## config.mk

```make
export PLATFORM = sky130hd
export DESIGN_NAME = hw_cursor_control_regs
export DESIGN_NICKNAME = d
export VERILOG_FILES = /design/src/hw_cursor_pkg.sv /design/src/cursor_pattern_addr.sv /design/src/hw_cursor_control_regs.sv
export VERILOG_INCLUDE_DIRS = /design/src
export SDC_FILE = /design/constraint.sdc
export NUM_CORES = 1
export LEC_CHECK = 0
export BUFFER_PORTS_ARGS = -buffer_cell sky130_fd_sc_hd__clkbuf_2
export CORE_MARGIN = 10
export CORE_UTILIZATION = 35
export CTS_CLUSTER_SIZE = 25
export DETAILED_ROUTE_END_ITERATION = 7
export PLACE_DENSITY_LB_ADDON = 0.3
export SLEW_MARGIN = 30
export SYNTH_ARGS = -nofsm -noshare
export SYNTH_HDL_FRONTEND = slang
export SYNTH_HIERARCHICAL = 1
export SYNTH_SLANG_ARGS = --single-unit
export TNS_END_PERCENT = 50
```

## constraint.sdc

```tcl
create_clock -name core_clk_i -period 6.45 [get_ports core_clk_i]
set_input_delay 1.6125 -clock core_clk_i [delete_from_list [all_inputs] [get_ports core_clk_i]]
set_output_delay 1.6125 -clock core_clk_i [all_outputs]
set_load 0.03 [all_outputs]
```

## src/hw_cursor_defines.svh

```systemverilog
/*
 * Constants of the hardware cursor register set: register indices,
 * field positions, reset values and pattern storage geometry.
 * Assumes it is included by bare name, once per compilation unit.
 */
`ifndef HW_CURSOR_DEFINES_SVH
`define HW_CURSOR_DEFINES_SVH

// ****************************************************************
// Register indices on the indexed data port
// ****************************************************************
`define IDX_LOCK_KEY   8'h39
`define IDX_MODE       8'h45
`define IDX_ORG_X_HI   8'h46
`define IDX_ORG_X_LO   8'h47
`define IDX_ORG_Y_HI   8'h48
`define IDX_ORG_Y_LO   8'h49
`define IDX_FG_STACK   8'h4a
`define IDX_BG_STACK   8'h4b
`define IDX_START_HI   8'h4c
`define IDX_START_LO   8'h4d
`define IDX_PAT_COL    8'h4e
`define IDX_PAT_ROW    8'h4f

// ****************************************************************
// Field positions and keys
// ****************************************************************
`define MODE_ENABLE_BIT 0
`define MODE_RIGHT_BIT  4
`define LOCK_KEY_MSB    7
`define LOCK_KEY_LSB    5
`define LOCK_KEY_VALUE  3'h5
`define STACK_LAST      2'h2

// ****************************************************************
// Reset values
// ****************************************************************
`define RST_MODE      8'h00
`define RST_LOCK_KEY  8'h00
`define RST_ORG_X     11'h000

// ****************************************************************
// Pattern storage geometry, in bytes
// ****************************************************************
`define ROW_BYTES_LOG2   4
`define LINE_1K_LOG2     10
`define RIGHT_OFS_4BPP   12'h300
`define RIGHT_OFS_8BPP   12'h600

`endif

```

## src/hw_cursor_pkg.sv

```systemverilog
/*
 * Types of the hardware cursor register set.
 * Assumes hw_cursor_defines.svh is compiled alongside.
 */
package hw_cursor_pkg;

   typedef logic [7:0] byte_t;
   typedef logic [10:0] coord_t;
   typedef logic [1:0] stack_ptr_t;

   // Whole register state of the cursor register set
   typedef struct packed {
      byte_t lock_key;
      logic mode_enable;
      logic mode_right;
      logic [2:0] stage_x_hi;
      byte_t stage_x_lo;
      logic [2:0] stage_y_hi;
      byte_t stage_y_lo;
      coord_t cur_x;
      coord_t cur_y;
      logic [2:0][7:0] fg;
      logic [2:0][7:0] bg;
      stack_ptr_t stack_ptr;
      logic [3:0] start_hi;
      byte_t start_lo;
      logic [5:0] pat_col;
      logic [5:0] pat_row;
      byte_t rdata;
   } cursor_state_s;

endpackage

```

## src/cursor_pattern_addr.sv

```systemverilog
/*
 * Cursor pattern line address generator.
 * Assumes the display side asks for one pattern row per request and
 * that the storage start counts 1 KiB lines of display memory.
 */
`timescale 1ns/1ns
`include "hw_cursor_defines.svh"

module cursor_pattern_addr (
   input wire logic core_clk_i,
   input wire logic rst_i,
   input wire logic [11:0] start_i,
   input wire logic right_i,
   input wire logic bits8_i,
   input wire logic [5:0] row_i,
   output logic [21:0] addr_o
);
   import hw_cursor_pkg::*;

   logic [21:0] next_addr;
   logic [21:0] base;
   logic [11:0] in_line;

   // ****************************************************************
   // Byte address of the requested pattern row
   // ****************************************************************
   always_comb begin
      base = {start_i, 10'h000};
      in_line = 12'h000;
      if (right_i && !bits8_i) begin
         // Last 256 bytes of each 1 KiB line, 16 rows per line
         base = {start_i + {8'h00, 2'b00, row_i[5:4]}, 10'h000};
         in_line = `RIGHT_OFS_4BPP | {4'h0, row_i[3:0], 4'h0};
      end else if (right_i) begin
         // Last 512 bytes of each 2 KiB line, 32 rows per line
         base = {start_i + {8'h00, 2'b00, row_i[5], 1'b0}, 10'h000};
         in_line = `RIGHT_OFS_8BPP | {3'h0, row_i[4:0], 4'h0};
      end else begin
         in_line = {2'b00, row_i, 4'h0};
      end
      next_addr = base + {10'h000, in_line};
   end

   // Registered address
   always_ff @(posedge core_clk_i or posedge rst_i) begin
      if (rst_i) begin
         addr_o <= 22'h000000;
      end else begin
         addr_o <= next_addr;
      end
   end
endmodule

```

## src/hw_cursor_control_regs.sv

```systemverilog
/*
 * Hardware cursor control register set behind the indexed data port.
 * Assumes one host cycle per strobe on core_clk_i, index and data stable
 * with the strobe, and enhanced_mode_i driven from the same clock.
 */
// Contract
// - Cursor shown only when enabled in Enhanced mode
// - Right storage 4bpp: last 256 bytes per 1K
// - Right storage 8bpp: last 512 bytes per 2K
// - Eleven-bit left X split high/low
// - Eleven-bit top Y split high/low
// - High Y write commits X and Y together
// - Three foreground bytes written via stack pointer
// - Three background bytes written, pointer advances
// - Shared pointer: mode read clears, writes increment
// - Twelve-bit pattern storage start address
// - Six-bit pattern start column offset
// - Six-bit pattern start row offset
// - Registers locked until key top bits 101
`timescale 1ns/1ns
`include "hw_cursor_defines.svh"

module hw_cursor_control_regs (
   input wire logic core_clk_i,
   input wire logic rst_i,
   input wire hw_cursor_pkg::byte_t reg_index_i,
   input wire logic reg_wr_i,
   input wire logic reg_rd_i,
   input wire hw_cursor_pkg::byte_t reg_wdata_i,
   output hw_cursor_pkg::byte_t reg_rdata_o,
   input wire logic enhanced_mode_i,
   input wire logic bits8_i,
   input wire logic [5:0] pattern_row_i,
   output logic cursor_visible_o,
   output logic right_storage_select_o,
   output hw_cursor_pkg::coord_t cursor_x_o,
   output hw_cursor_pkg::coord_t cursor_y_o,
   output logic [23:0] fg_color_o,
   output logic [23:0] bg_color_o,
   output logic [11:0] storage_start_o,
   output logic [5:0] pattern_start_column_o,
   output logic [5:0] pattern_start_row_o,
   output logic [21:0] pattern_addr_o
);
   import hw_cursor_pkg::*;

   cursor_state_s state;
   cursor_state_s next_state;
   logic unlocked;
   logic wr_ok;
   logic rd_ok;

   // Reset image of the mode register; only two of its bits are kept
   localparam byte_t mode_reset = `RST_MODE;

   // ****************************************************************
   // Index decoding
   // ****************************************************************

   // True for any index of the set from mode to pattern row; the key register is left out
   function automatic logic is_cursor_index(input byte_t idx);
      is_cursor_index = (idx >= `IDX_MODE) && (idx <= `IDX_PAT_ROW);
   endfunction

   // Next stack position, wrapping after the third byte
   function automatic stack_ptr_t ptr_advance(input stack_ptr_t p);
      ptr_advance = (p == `STACK_LAST) ? 2'h0 : p + 2'h1;
   endfunction

   // Key gate; the key register itself stays reachable
   assign unlocked = (state.lock_key[`LOCK_KEY_MSB:`LOCK_KEY_LSB] == `LOCK_KEY_VALUE);
   assign wr_ok = reg_wr_i && unlocked && is_cursor_index(reg_index_i);
   assign rd_ok = reg_rd_i && unlocked && is_cursor_index(reg_index_i);

   // ****************************************************************
   // Next state
   // ****************************************************************
   always_comb begin
      next_state = state;
      // Key register writes
      if (reg_wr_i && (reg_index_i == `IDX_LOCK_KEY)) begin
         next_state.lock_key = reg_wdata_i;
      end
      // Cursor register writes, reserved bits dropped
      if (wr_ok) begin
         case (reg_index_i)
            `IDX_MODE: begin
               next_state.mode_enable = reg_wdata_i[`MODE_ENABLE_BIT];
               next_state.mode_right = reg_wdata_i[`MODE_RIGHT_BIT];
            end
            `IDX_ORG_X_HI: begin
               next_state.stage_x_hi = reg_wdata_i[2:0];
            end
            `IDX_ORG_X_LO: begin
               next_state.stage_x_lo = reg_wdata_i;
            end
            `IDX_ORG_Y_HI: begin
               // Commit both staged coordinates at once
               next_state.stage_y_hi = reg_wdata_i[2:0];
               next_state.cur_x = {state.stage_x_hi, state.stage_x_lo};
               next_state.cur_y = {reg_wdata_i[2:0], state.stage_y_lo};
            end
            `IDX_ORG_Y_LO: begin
               next_state.stage_y_lo = reg_wdata_i;
            end
            `IDX_FG_STACK: begin
               next_state.fg[state.stack_ptr] = reg_wdata_i;
               next_state.stack_ptr = ptr_advance(state.stack_ptr);
            end
            `IDX_BG_STACK: begin
               next_state.bg[state.stack_ptr] = reg_wdata_i;
               next_state.stack_ptr = ptr_advance(state.stack_ptr);
            end
            `IDX_START_HI: begin
               next_state.start_hi = reg_wdata_i[3:0];
            end
            `IDX_START_LO: begin
               next_state.start_lo = reg_wdata_i;
            end
            `IDX_PAT_COL: begin
               next_state.pat_col = reg_wdata_i[5:0];
            end
            `IDX_PAT_ROW: begin
               next_state.pat_row = reg_wdata_i[5:0];
            end
            default: begin
               next_state.lock_key = next_state.lock_key;
            end
         endcase
      end
      // Read data; a locked or foreign index reads as zero
      next_state.rdata = 8'h00;
      if (reg_rd_i && (reg_index_i == `IDX_LOCK_KEY)) begin
         next_state.rdata = state.lock_key;
      end
      if (rd_ok) begin
         case (reg_index_i)
            `IDX_MODE: begin
               next_state.rdata = {3'h0, state.mode_right, 3'h0, state.mode_enable};
               next_state.stack_ptr = 2'h0;
            end
            `IDX_ORG_X_HI: begin
               next_state.rdata = {5'h00, state.stage_x_hi};
            end
            `IDX_ORG_X_LO: begin
               next_state.rdata = state.stage_x_lo;
            end
            `IDX_ORG_Y_HI: begin
               next_state.rdata = {5'h00, state.stage_y_hi};
            end
            `IDX_ORG_Y_LO: begin
               next_state.rdata = state.stage_y_lo;
            end
            `IDX_FG_STACK: begin
               next_state.rdata = state.fg[state.stack_ptr];
            end
            `IDX_BG_STACK: begin
               next_state.rdata = state.bg[state.stack_ptr];
            end
            `IDX_START_HI: begin
               next_state.rdata = {4'h0, state.start_hi};
            end
            `IDX_START_LO: begin
               next_state.rdata = state.start_lo;
            end
            `IDX_PAT_COL: begin
               next_state.rdata = {2'b00, state.pat_col};
            end
            `IDX_PAT_ROW: begin
               next_state.rdata = {2'b00, state.pat_row};
            end
            default: begin
               next_state.rdata = 8'h00;
            end
         endcase
      end
   end

   // ****************************************************************
   // State register
   // ****************************************************************
   always_ff @(posedge core_clk_i or posedge rst_i) begin
      if (rst_i) begin
         state <= '0;
         state.lock_key <= `RST_LOCK_KEY;
         state.mode_enable <= mode_reset[`MODE_ENABLE_BIT];
         state.mode_right <= mode_reset[`MODE_RIGHT_BIT];
         state.cur_x <= `RST_ORG_X;
      end else begin
         state <= next_state;
      end
   end

   // ****************************************************************
   // Outputs
   // ****************************************************************

   // Cursor shown only in Enhanced mode with the enable set
   assign cursor_visible_o = state.mode_enable && enhanced_mode_i;
   assign right_storage_select_o = state.mode_right;
   assign cursor_x_o = state.cur_x;
   assign cursor_y_o = state.cur_y;
   assign storage_start_o = {state.start_hi, state.start_lo};
   assign pattern_start_column_o = state.pat_col;
   assign pattern_start_row_o = state.pat_row;
   assign reg_rdata_o = state.rdata;

   // Colour stacks flattened, byte 0 in the low lane
   generate
      for (genvar i = 0; i < 3; i++) begin : g_color
         assign fg_color_o[8*i +: 8] = state.fg[i];
         assign bg_color_o[8*i +: 8] = state.bg[i];
      end
   endgenerate

   // Pattern row addressing, right storage honoured
   cursor_pattern_addr cursor_pattern_addr_inst (
      .core_clk_i(core_clk_i),
      .rst_i(rst_i),
      .start_i(storage_start_o),
      .right_i(state.mode_right),
      .bits8_i(bits8_i),
      .row_i(pattern_row_i),
      .addr_o(pattern_addr_o)
   );
endmodule

```

==> impl_metrics.json, run 1 <==
{
  "status": "finished, final reports clean",
  "crit_family": "simple AND/OR/NAND/NOR gates",
  "yosysSeqAreaShare_pct": 46.0,
  "end_kind": "flop",
  "place_inst": 1035,
  "wl_per_cell_um": 21.9,
  "synth_area_leader_cell": "dfrtp_1",
  "ys_top_cells_by_area": "dfrtp_1, mux2_2, buf_4",
  "worstPathMaxFanout": 32,
  "synth-edff-count": 0,
  "fillers": 2324,
  "via_per_inst": 5.13,
  "synth_area_um2": 8220,
  "cp-start-kind": "input port",
  "async_reset_ff_share_pct": 100,
  "required_ns": 6.75,
  "relSlewSlack_pct": 47.9,
  "syn_area_per_cell_um2": 11.8,
  "clkLatencyLatePin_ns": 0.43,
  "io_buffer_count": 149,
  "overflow": 0,
  "cp.arrival_ns": 3.99,
  "grt_usage_pct": 15.4,
  "finalCritPeriodShare_pct": 57.3,
  "syn_inst": 699,
  "design.core.area_um2": 23300,
  "synth_compound_area_share_pct": 7.98,
  "p_per_area_nw_per_um2": 226,
  "drt_iter0_markers": 479,
  "rsz0062_at_grt": "no",
  "grt_pass1_wl_um": 35700,
  "skew_ns": 0.0178,
  "yosysWarnings": 6,
  "place_congestion": 0.881,
  "htree_levels": 4,
  "grt_max_degree": 52,
  "r2r_slack_ns": 3.64,
  "clkSinkCount": 151,
  "synth_seq_cells": 151,
  "hpwl_um": 17100,
  "totalWireLength_um": 23300,
  "dr.pass1.iters": 5,
  "cp_slowest_cell": "or4_1",
  "cts_setup_buffers": 0,
  "setup_viol": 0,
  "fin_setup_tns_ns": 0,
  "drive_above_1_share_pct": 44.8,
  "max_stage_delay_ns": 0.87,
  "root_buffer": "clkbuf_16",
  "dieArea_um2": 30000,
  "nNetsFinal": 769,
  "finalMaxSlewViolations": 0,
  "fin_cells": 1067,
  "synth_top_area_share_pct": 46.0,
  "vias": 5469,
  "peakVddDrop_v": 0.000161,
  "synth-simple-area-share_pct": 10.4,
  "synth-xor-area-share_pct": 1.39,
  "finalHoldViolCount": 0,
  "cts-resized-gates": 0,
  "synth_top_family_by_area": "multiplexers",
  "path_cells": "clkbuf_2 > o21a_1 > o211ai_4 > or4_1 > mux2_4",
  "numCtsBuffers": 17,
  "cts_tree": "done",
  "cts.hold.buffers_added": 0,
  "yosys.area_share.adder_pct": 1.00,
  "finalCriticalPeriod_ns": 3.70,
  "synth_cell_type_count": 72,
  "start_util_pct": 35.3,
  "leakage_nw": 4.47,
  "antenna_found_initial": 0,
  "cap_violations": 0,
  "ys.flop_type": "dfrtp_1",
  "die_h_um": 173,
  "fmax_mhz": 271,
  "drcViolationCount": 0,
  "final_antenna_net_count": 0,
  "clk_pin_slew_ns": 0.06,
  "pin_count": 154,
  "cts_buffer_depth": 2,
  "row_count": 56,
  "grt_pass1_vias": 5580,
  "min-delay-path-class": "flop to flop",
  "post_synth_mux_area_share_pct": 21.1,
  "antenna_cells": 0,
  "crit_type": "input port to flop",
  "synth_common_cells": "dfrtp_1, mux2_2, buf_4",
  "die_w_um": 173,
  "worst_pin_slew_ns": 0.778,
  "synthToLayoutAreaGrowth_pct": 10.4,
  "synth_most_common_cell": "dfrtp_1",
  "path_buf_inv": 1
}
==> worst reg2reg max path: stages, from the launching register on <==
cell and delay, ns:
dfrtp_1 0.44, ha_1 0.25, inv_1 0.07, fa_1 0.40, nand2b_1 0.08, a31oi_1 0.10, inv_1 0.09, ha_1 0.17
a21boi_1 0.39, mux2_1 0.36, a32oi_1 0.22, xnor2_1 0.14
==> layout by cell type, fill, tap and decap left out, drive strengths merged, types with 4 or more instances in the layout <==
master,netlist,routed
nor2b,7,7
inv,16,19
a21oi,10,10
a211oi,6,6
a2111oi,4,4
nor3,13,13
mux2i,25,25
nor2,24,24
a221o,5,5
clkbuf,19,168
o21ai,13,13
ha,5,5
nand2b,16,16
mux2,127,127
and2,5,5
buf,120,4
nand3,15,15
conb,1,4
nand4,4,4
o2bb2ai,5,5
a31oi,6,6
clkinv,0,5
dfrtp,151,151
nor4,4,4
a22oi,4,4
nand2,26,26
a32oi,6,6
o221ai,5,5
xnor2,10,10
==> report_power, final <==
| group | internal (W) | switching (W) |
|---|---|---|
| Clock | 0.000594 | 0.000413 |
| Combinational | 0.0000189 | 0.0000695 |
| Sequential | 0.000951 | 0.00000213 |
| Total | 0.00156 | 0.000485 |
==> cell families (layout without fill, tap and decap cells) <==
logic type / count (synthesis) / in the layout
xor+xnor: 13 / 13
other cells: 1 / 4
flops: 151 / 151
compound gates: 85 / 85
simple gates: 135 / 135
buf+inv: 155 / 201
mux: 153 / 153
fa+ha+maj: 6 / 6
==> path summary, 6_finish.rpt <==
path | start | cells after the start | endpoint
min in group asynchronous | rst_i | 2 | cursor_y_o[6]
worst min register to register | cursor_y_o[6] | 1 | cursor_y_o[6]
worst min-delay path | cursor_y_o[6] | 1 | cursor_y_o[6]
max in group asynchronous | rst_i | 3 | bg_color_o[11]
worst max register to register | storage_start_o[0] | 11 | cursor_pattern_addr_inst/addr_o[14]
worst max-delay path | reg_index_i[0] | 5 | bg_color_o[11]
==> metal layers <==
layer / routed length, um / GRT usage (%)
met5: 0 / 0
met4: 395 / 5.17
met3: 1520 / 4.49
met2: 10800 / 23.9
met1: 10700 / 20.0
==> state kept, by name, indices dropped and copies added, names as in the netlist <==
name                             flops
bg_color_o                          24
cursor_pattern_addr_inst/addr_o     18
cursor_x_o                          11
cursor_y_o                           8
fg_color_o                          24
pattern_start_column_o               6
pattern_start_row_o                  6
reg_rdata_o                          8
right_storage_select_o               1
state                               33
storage_start_o                     12
==> cell type report <==
class	instances	area (um2)	share of cell area, %
multi-input combinational	396	3460	38.1
inverter	16	62.6	0.690
sequential	151	3780	41.7
clock buffer	19	453	4.99
timing repair buffer	153	776	8.55
clock inverter	13	145	1.60
tap	319	399	4.40
==> stage by stage <==
step           utilization, %  total power, W  hold slack, ns  cell area (um2)  setup WS (ns)
2_1_floorplan               -         0.00103           0.453             8230           1.28
3_3_place_gp             36.4         0.00106           0.493             8470           2.39
3_5_place_dp             36.4         0.00106           0.497             8470           2.36
4_1_cts                  39.0         0.00207           0.510             9070           2.80
5_1_grt                  39.0         0.00212           0.518             9070           2.66
6_report                 39.0         0.00205           0.509             9070           2.75
(Power assumes the default switching activity.)
==> run 2: changes to the inputs <==
==> constraint.sdc (replaced) <==
create_clock -name core_clk_i -period 3.8 [get_ports core_clk_i]
set_input_delay 0.95 -clock core_clk_i [delete_from_list [all_inputs] [get_ports core_clk_i]]
set_output_delay 0.95 -clock core_clk_i [all_outputs]
set_load 0.03 [all_outputs]
==> run 2 against run 1 <==
Net effect:
- worst hold slack lost 0.0034 ns
- clock power rose by 69%
- routed wire length is 2.4% lower
- register-to-register slack lost 2.6 ns
- first-iteration DRC count shrank 22%
- sequential share of layout area decreased by 0.40 points
- via count is 1.8% lower
- clock skew is 0.0031 ns lower
- final cell count rose by 1.0%
- global-route usage shrank 0.15 points
- power up 70%
- critical endpoint is now cursor_pattern_addr_inst/addr_o[14]
- largest cell class unchanged
==> impl_metrics.json, run 2 (same netlist as run 1, synthesis figures left out) <==
{
  "status": "finished, final reports clean",
  "finalMaxSlewViolations": 0,
  "place_ws_ns": 0.492,
  "numCtsBuffers": 17,
  "via_per_inst": 4.98,
  "r2r_slack_ns": 1.04,
  "drt_iter0_markers": 374,
  "finalCritPeriodShare_pct": 75.7,
  "timing.rr.start": "storage_start_o[0]",
  "start_util_pct": 35.3,
  "grt_pass1_vias": 5490,
  "min-delay-path-class": "flop to flop",
  "end_kind": "flop",
  "largest_register": "state",
  "row_count": 56,
  "antenna_found_initial": 0,
  "final_antenna_net_count": 0,
  "pin_count": 154,
  "skew_ns": 0.0146,
  "layout_commonest_cell": "dfrtp_1",
  "place_congestion": 0.900,
  "cts_buffer_depth": 2,
  "die_w_um": 173,
  "relSlewSlack_pct": 50.8,
  "hpwl_um": 16900,
  "worstPathMaxFanout": 5,
  "finalHoldViolCount": 0,
  "fmax_mhz": 348,
  "layout_common_cells": "dfrtp_1, clkbuf_2, mux2_2",
  "overflow": 0,
  "clkSinkCount": 151,
  "cap_violations": 0,
  "cts.hold.buffers_added": 0,
  "die_h_um": 173,
  "cts-resized-gates": 0,
  "cts_tree": "done",
  "grt_max_degree": 134,
  "drcViolationCount": 0,
  "htree_levels": 4,
  "nNetsFinal": 780,
  "vias": 5371,
  "setup_slack_ns": 0.923,
  "crit_type": "input port to flop",
  "antenna_cells": 0,
  "clk_pin_slew_ns": 0.06,
  "peakVddDrop_v": 0.000239,
  "setup_viol": 0,
  "synthToLayoutAreaGrowth_pct": 11.5,
  "root_buffer": "clkbuf_16",
  "totalWireLength_um": 22800,
  "cp.arrival_ns": 3.22,
  "leakage_nw": 4.52,
  "fin_setup_tns_ns": 0,
  "grt_pass1_wl_um": 35000,
  "largest_reg_flops": 33,
  "rr_worst_depth": 11,
  "worst_pin_slew_ns": 0.739,
  "cp-startpoint": "pattern_row_i[4]",
  "dieArea_um2": 30000,
  "dr.pass1.iters": 4,
  "finalCriticalPeriod_ns": 2.88,
  "required_ns": 4.15,
  "p_per_area_nw_per_um2": 380,
  "drive_above_1_share_pct": 45.3,
  "design.core.area_um2": 23300,
  "cts_setup_buffers": 0,
  "cp-endpoint": "cursor_pattern_addr_inst/addr_o[14]",
  "cp-start-kind": "input port",
  "rsz0062_at_grt": "no",
  "wl_per_cell_um": 21.1,
  "clkLatencyLatePin_ns": 0.43,
  "reg2reg_to": "cursor_pattern_addr_inst/addr_o[14]",
  "grt_usage_pct": 15.2,
  "io_buffer_count": 149
}
[run 2: changes by cell type in the layout (fill, tap and decap cells not counted), sizes merged]
cell      change
clkinv        -1
buf          +11
inv           -3
clkinvlp      +2
clkbuf        +2
[run 2: worst min-delay path by stage]
| stage | start | to | slack [ns] | cells past startpoint |
|---|---|---|---|---|
| global placement | state[130] | state[130] | 0.49 | 1 |
| finish | cursor_x_o[1] | cursor_x_o[1] | 0.51 | 1 |
| floorplan | state[130] | reg_rdata_o[2] | 0.45 | 1 |
| CTS | cursor_y_o[0] | cursor_y_o[0] | 0.51 | 1 |
| detailed placement | cursor_y_o[0] | cursor_y_o[0] | 0.50 | 1 |
| global route | cursor_x_o[1] | cursor_x_o[1] | 0.52 | 1 |
[run 2: power breakdown]
part / leakage, nW / internal, W / switching [W]
registers: 2.08 / 0.00162 / 0.00000378
clock network: 0.281 / 0.00102 / 0.000687
logic: 2.16 / 0.0000358 / 0.000117
[run 2: worst max-delay path: stages]
cell and delay (ns):
clkbuf_2 0.09, ha_1 0.20, inv_1 0.07, fa_1 0.40
nand2b_1 0.08, a31oi_1 0.10, inv_1 0.07, ha_1 0.17
a21boi_1 0.37, mux2_1 0.36, a32oi_1 0.23, xnor2_1 0.14
[run 2: area by class of cell]
cell class	count	area (um2)
tap	319	399
timing repair buffer	164	871
fill	2314	14100
inverter	16	63.8
clock buffer	21	470
multi-input combinational	396	3450
sequential	151	3780
clock inverter	11	123
[run 2: through the flow]
stage	utilization, %	power [W]	instances	cell area, um2	hold WS (ns)
4_1_cts	39.4	0.00353	1078	9160	0.510
3_5_place_dp	36.8	0.00180	1046	8570	0.496
2_1_floorplan	-	0.00174	702	8230	0.453
3_3_place_gp	36.8	0.00180	1046	8570	0.491
6_report	39.4	0.00348	1078	9160	0.505
5_1_grt	39.4	0.00360	1078	9160	0.521
[run 2: layer usage]
metal / GRT usage (%) / vias up / share of wire (%)
met2: 23.6 / 153 / 47
met3: 4.38 / 23 / 5.4
li1: - / 2485 / -
met1: 20.0 / 2710 / 46
met4: 5.10 / 0 / 1.6
met5: 0 / - / 0
==> run 3: changes to the inputs <==
==> constraint.sdc (replaced) <==
create_clock -name core_clk_i -period 2.95 [get_ports core_clk_i]
set_input_delay 0.7375 -clock core_clk_i [delete_from_list [all_inputs] [get_ports core_clk_i]]
set_output_delay 0.7375 -clock core_clk_i [all_outputs]
set_load 0.03 [all_outputs]
==> run 3 against run 2 <==
Net effect:
- setup slack worse by 0.56 ns
- clock skew fell by 0.0054 ns
- die area stayed put
==> impl_metrics.json, run 3 (same netlist as run 1, synthesis figures left out) <==
{
  "nNetsFinal": 803,
  "finalCriticalPeriod_ns": 2.58,
  "grt_pass1_wl_um": 35600,
  "totalPowerFinal_w": 0.00467,
  "start_util_pct": 35.3,
  "synthToLayoutAreaGrowth_pct": 14.4,
  "cap_violations": 0,
  "antenna_found_initial": 1,
  "fin_setup_tns_ns": 0,
  "grt_usage_pct": 15.4,
  "leakage_nw": 4.67,
  "place_congestion": 0.858,
  "peakVddDrop_v": 0.000328,
  "layout_common_cells": "dfrtp_1, clkbuf_2, mux2_2",
  "root_buffer": "clkbuf_16",
  "cts-resized-gates": 0,
  "die_w_um": 173,
  "cts_tree": "done",
  "vias": 5531,
  "antenna_cells": 0,
  "design.core.area_um2": 23300,
  "end_kind": "flop",
  "largest_register": "state",
  "cp-start-kind": "flop",
  "skew_ns": 0.00916,
  "drive_above_1_share_pct": 46.5,
  "die_h_um": 173,
  "rr_worst_depth": 11,
  "final_antenna_net_count": 0,
  "wl_per_cell_um": 20.9,
  "pin_count": 154,
  "largest_reg_flops": 33,
  "status": "finished, final reports clean",
  "htree_levels": 4,
  "grt_pass1_vias": 5645,
  "drcViolationCount": 0,
  "finalMaxSlewViolations": 0,
  "cts.hold.buffers_added": 0,
  "finalHoldViolCount": 0,
  "drt_iter0_markers": 355,
  "hpwl_um": 17200,
  "cts_setup_buffers": 0,
  "relSlewSlack_pct": 49.3,
  "crit_type": "flop to flop",
  "timing.rr.start": "storage_start_o[0]",
  "fmax_mhz": 387,
  "worst_pin_slew_ns": 0.761,
  "min-delay-path-class": "input port to asynchronous set/reset pin",
  "row_count": 56,
  "setup_viol": 0,
  "layout_commonest_cell": "dfrtp_1",
  "worstPathMaxFanout": 5,
  "p_per_area_nw_per_um2": 496,
  "cp-startpoint": "storage_start_o[0]",
  "clkSinkCount": 151,
  "totalWireLength_um": 23000,
  "clkLatencyLatePin_ns": 0.43,
  "cts_buffer_depth": 2,
  "numCtsBuffers": 17,
  "required_ns": 3.30,
  "grt_max_degree": 134,
  "overflow": 0,
  "via_per_inst": 5.02,
  "finalCritPeriodShare_pct": 87.6,
  "cp.arrival_ns": 2.93,
  "clk_pin_slew_ns": 0.06,
  "io_buffer_count": 149,
  "dieArea_um2": 30000,
  "rsz0062_at_grt": "no",
  "dr.pass1.iters": 5
}
run 3: cell count changes in the layout (fill, tap and decap cells not counted), sizes merged:
| cell | previous run | this run |
|---|---|---|
| buf | 15 | 38 |
| clkinvlp | 5 | 2 |
| bufinv | 2 | 5 |
run 3: where the power goes:
part           internal (W)  switching, W
Clock               0.00151      0.000876
Combinational     0.0000504      0.000149
Sequential          0.00208    0.00000475
Total               0.00364       0.00103
run 3: worst max-delay path, stage by stage (launching register included):
cell      delay (ns)
dfrtp_1         0.43
ha_1            0.19
inv_1           0.06
fa_1            0.48
nand2b_1        0.05
a31oi_1         0.21
inv_1           0.07
ha_1            0.20
a21boi_1        0.14
mux2_1          0.33
a32oi_1         0.22
xnor2_1         0.14
run 3: metrics by stage:
stage	cells	cell area, um2	setup WS [ns]	utilization (%)	hold WS [ns]
2_1_floorplan	702	8230	0.141	-	0.453
3_3_place_gp	1069	8760	0.0330	37.7	0.488
3_5_place_dp	1069	8760	-0.00148	37.7	0.483
4_1_cts	1101	9400	0.340	40.4	0.401
5_1_grt	1101	9400	0.177	40.4	0.404
6_report	1101	9400	0.367	40.4	0.417
run 3: path summary, 6_finish.rpt:
path                       slack, ns                                  end
setup / recovery                0.37  cursor_pattern_addr_inst/addr_o[14]
hold reg to reg                 0.49                       reg_rdata_o[3]
min in group core_clk_i         0.42   cursor_pattern_addr_inst/addr_o[6]
setup reg to reg                0.37  cursor_pattern_addr_inst/addr_o[14]
hold / removal                  0.42   cursor_pattern_addr_inst/addr_o[8]
max in group asynchronous       1.88                       bg_color_o[10]
run 3: layout make-up:
| class | instances | area, um2 |
|---|---|---|
| clock inverter | 11 | 198 |
| tap | 319 | 399 |
| sequential | 151 | 3780 |
| clock buffer | 21 | 440 |
| fill | 2281 | 13900 |
| inverter | 16 | 63.8 |
| multi-input combinational | 396 | 3450 |
| timing repair buffer | 187 | 1070 |
run 3: routing by layer:
layer	part of all wire (%)	track usage, %	up-vias
met4	1.0	4.38	2
met3	5.7	3.94	18
met5	0.057	0	-
met1	46	20.1	2791
met2	47	24.5	181
li1	-	-	2539
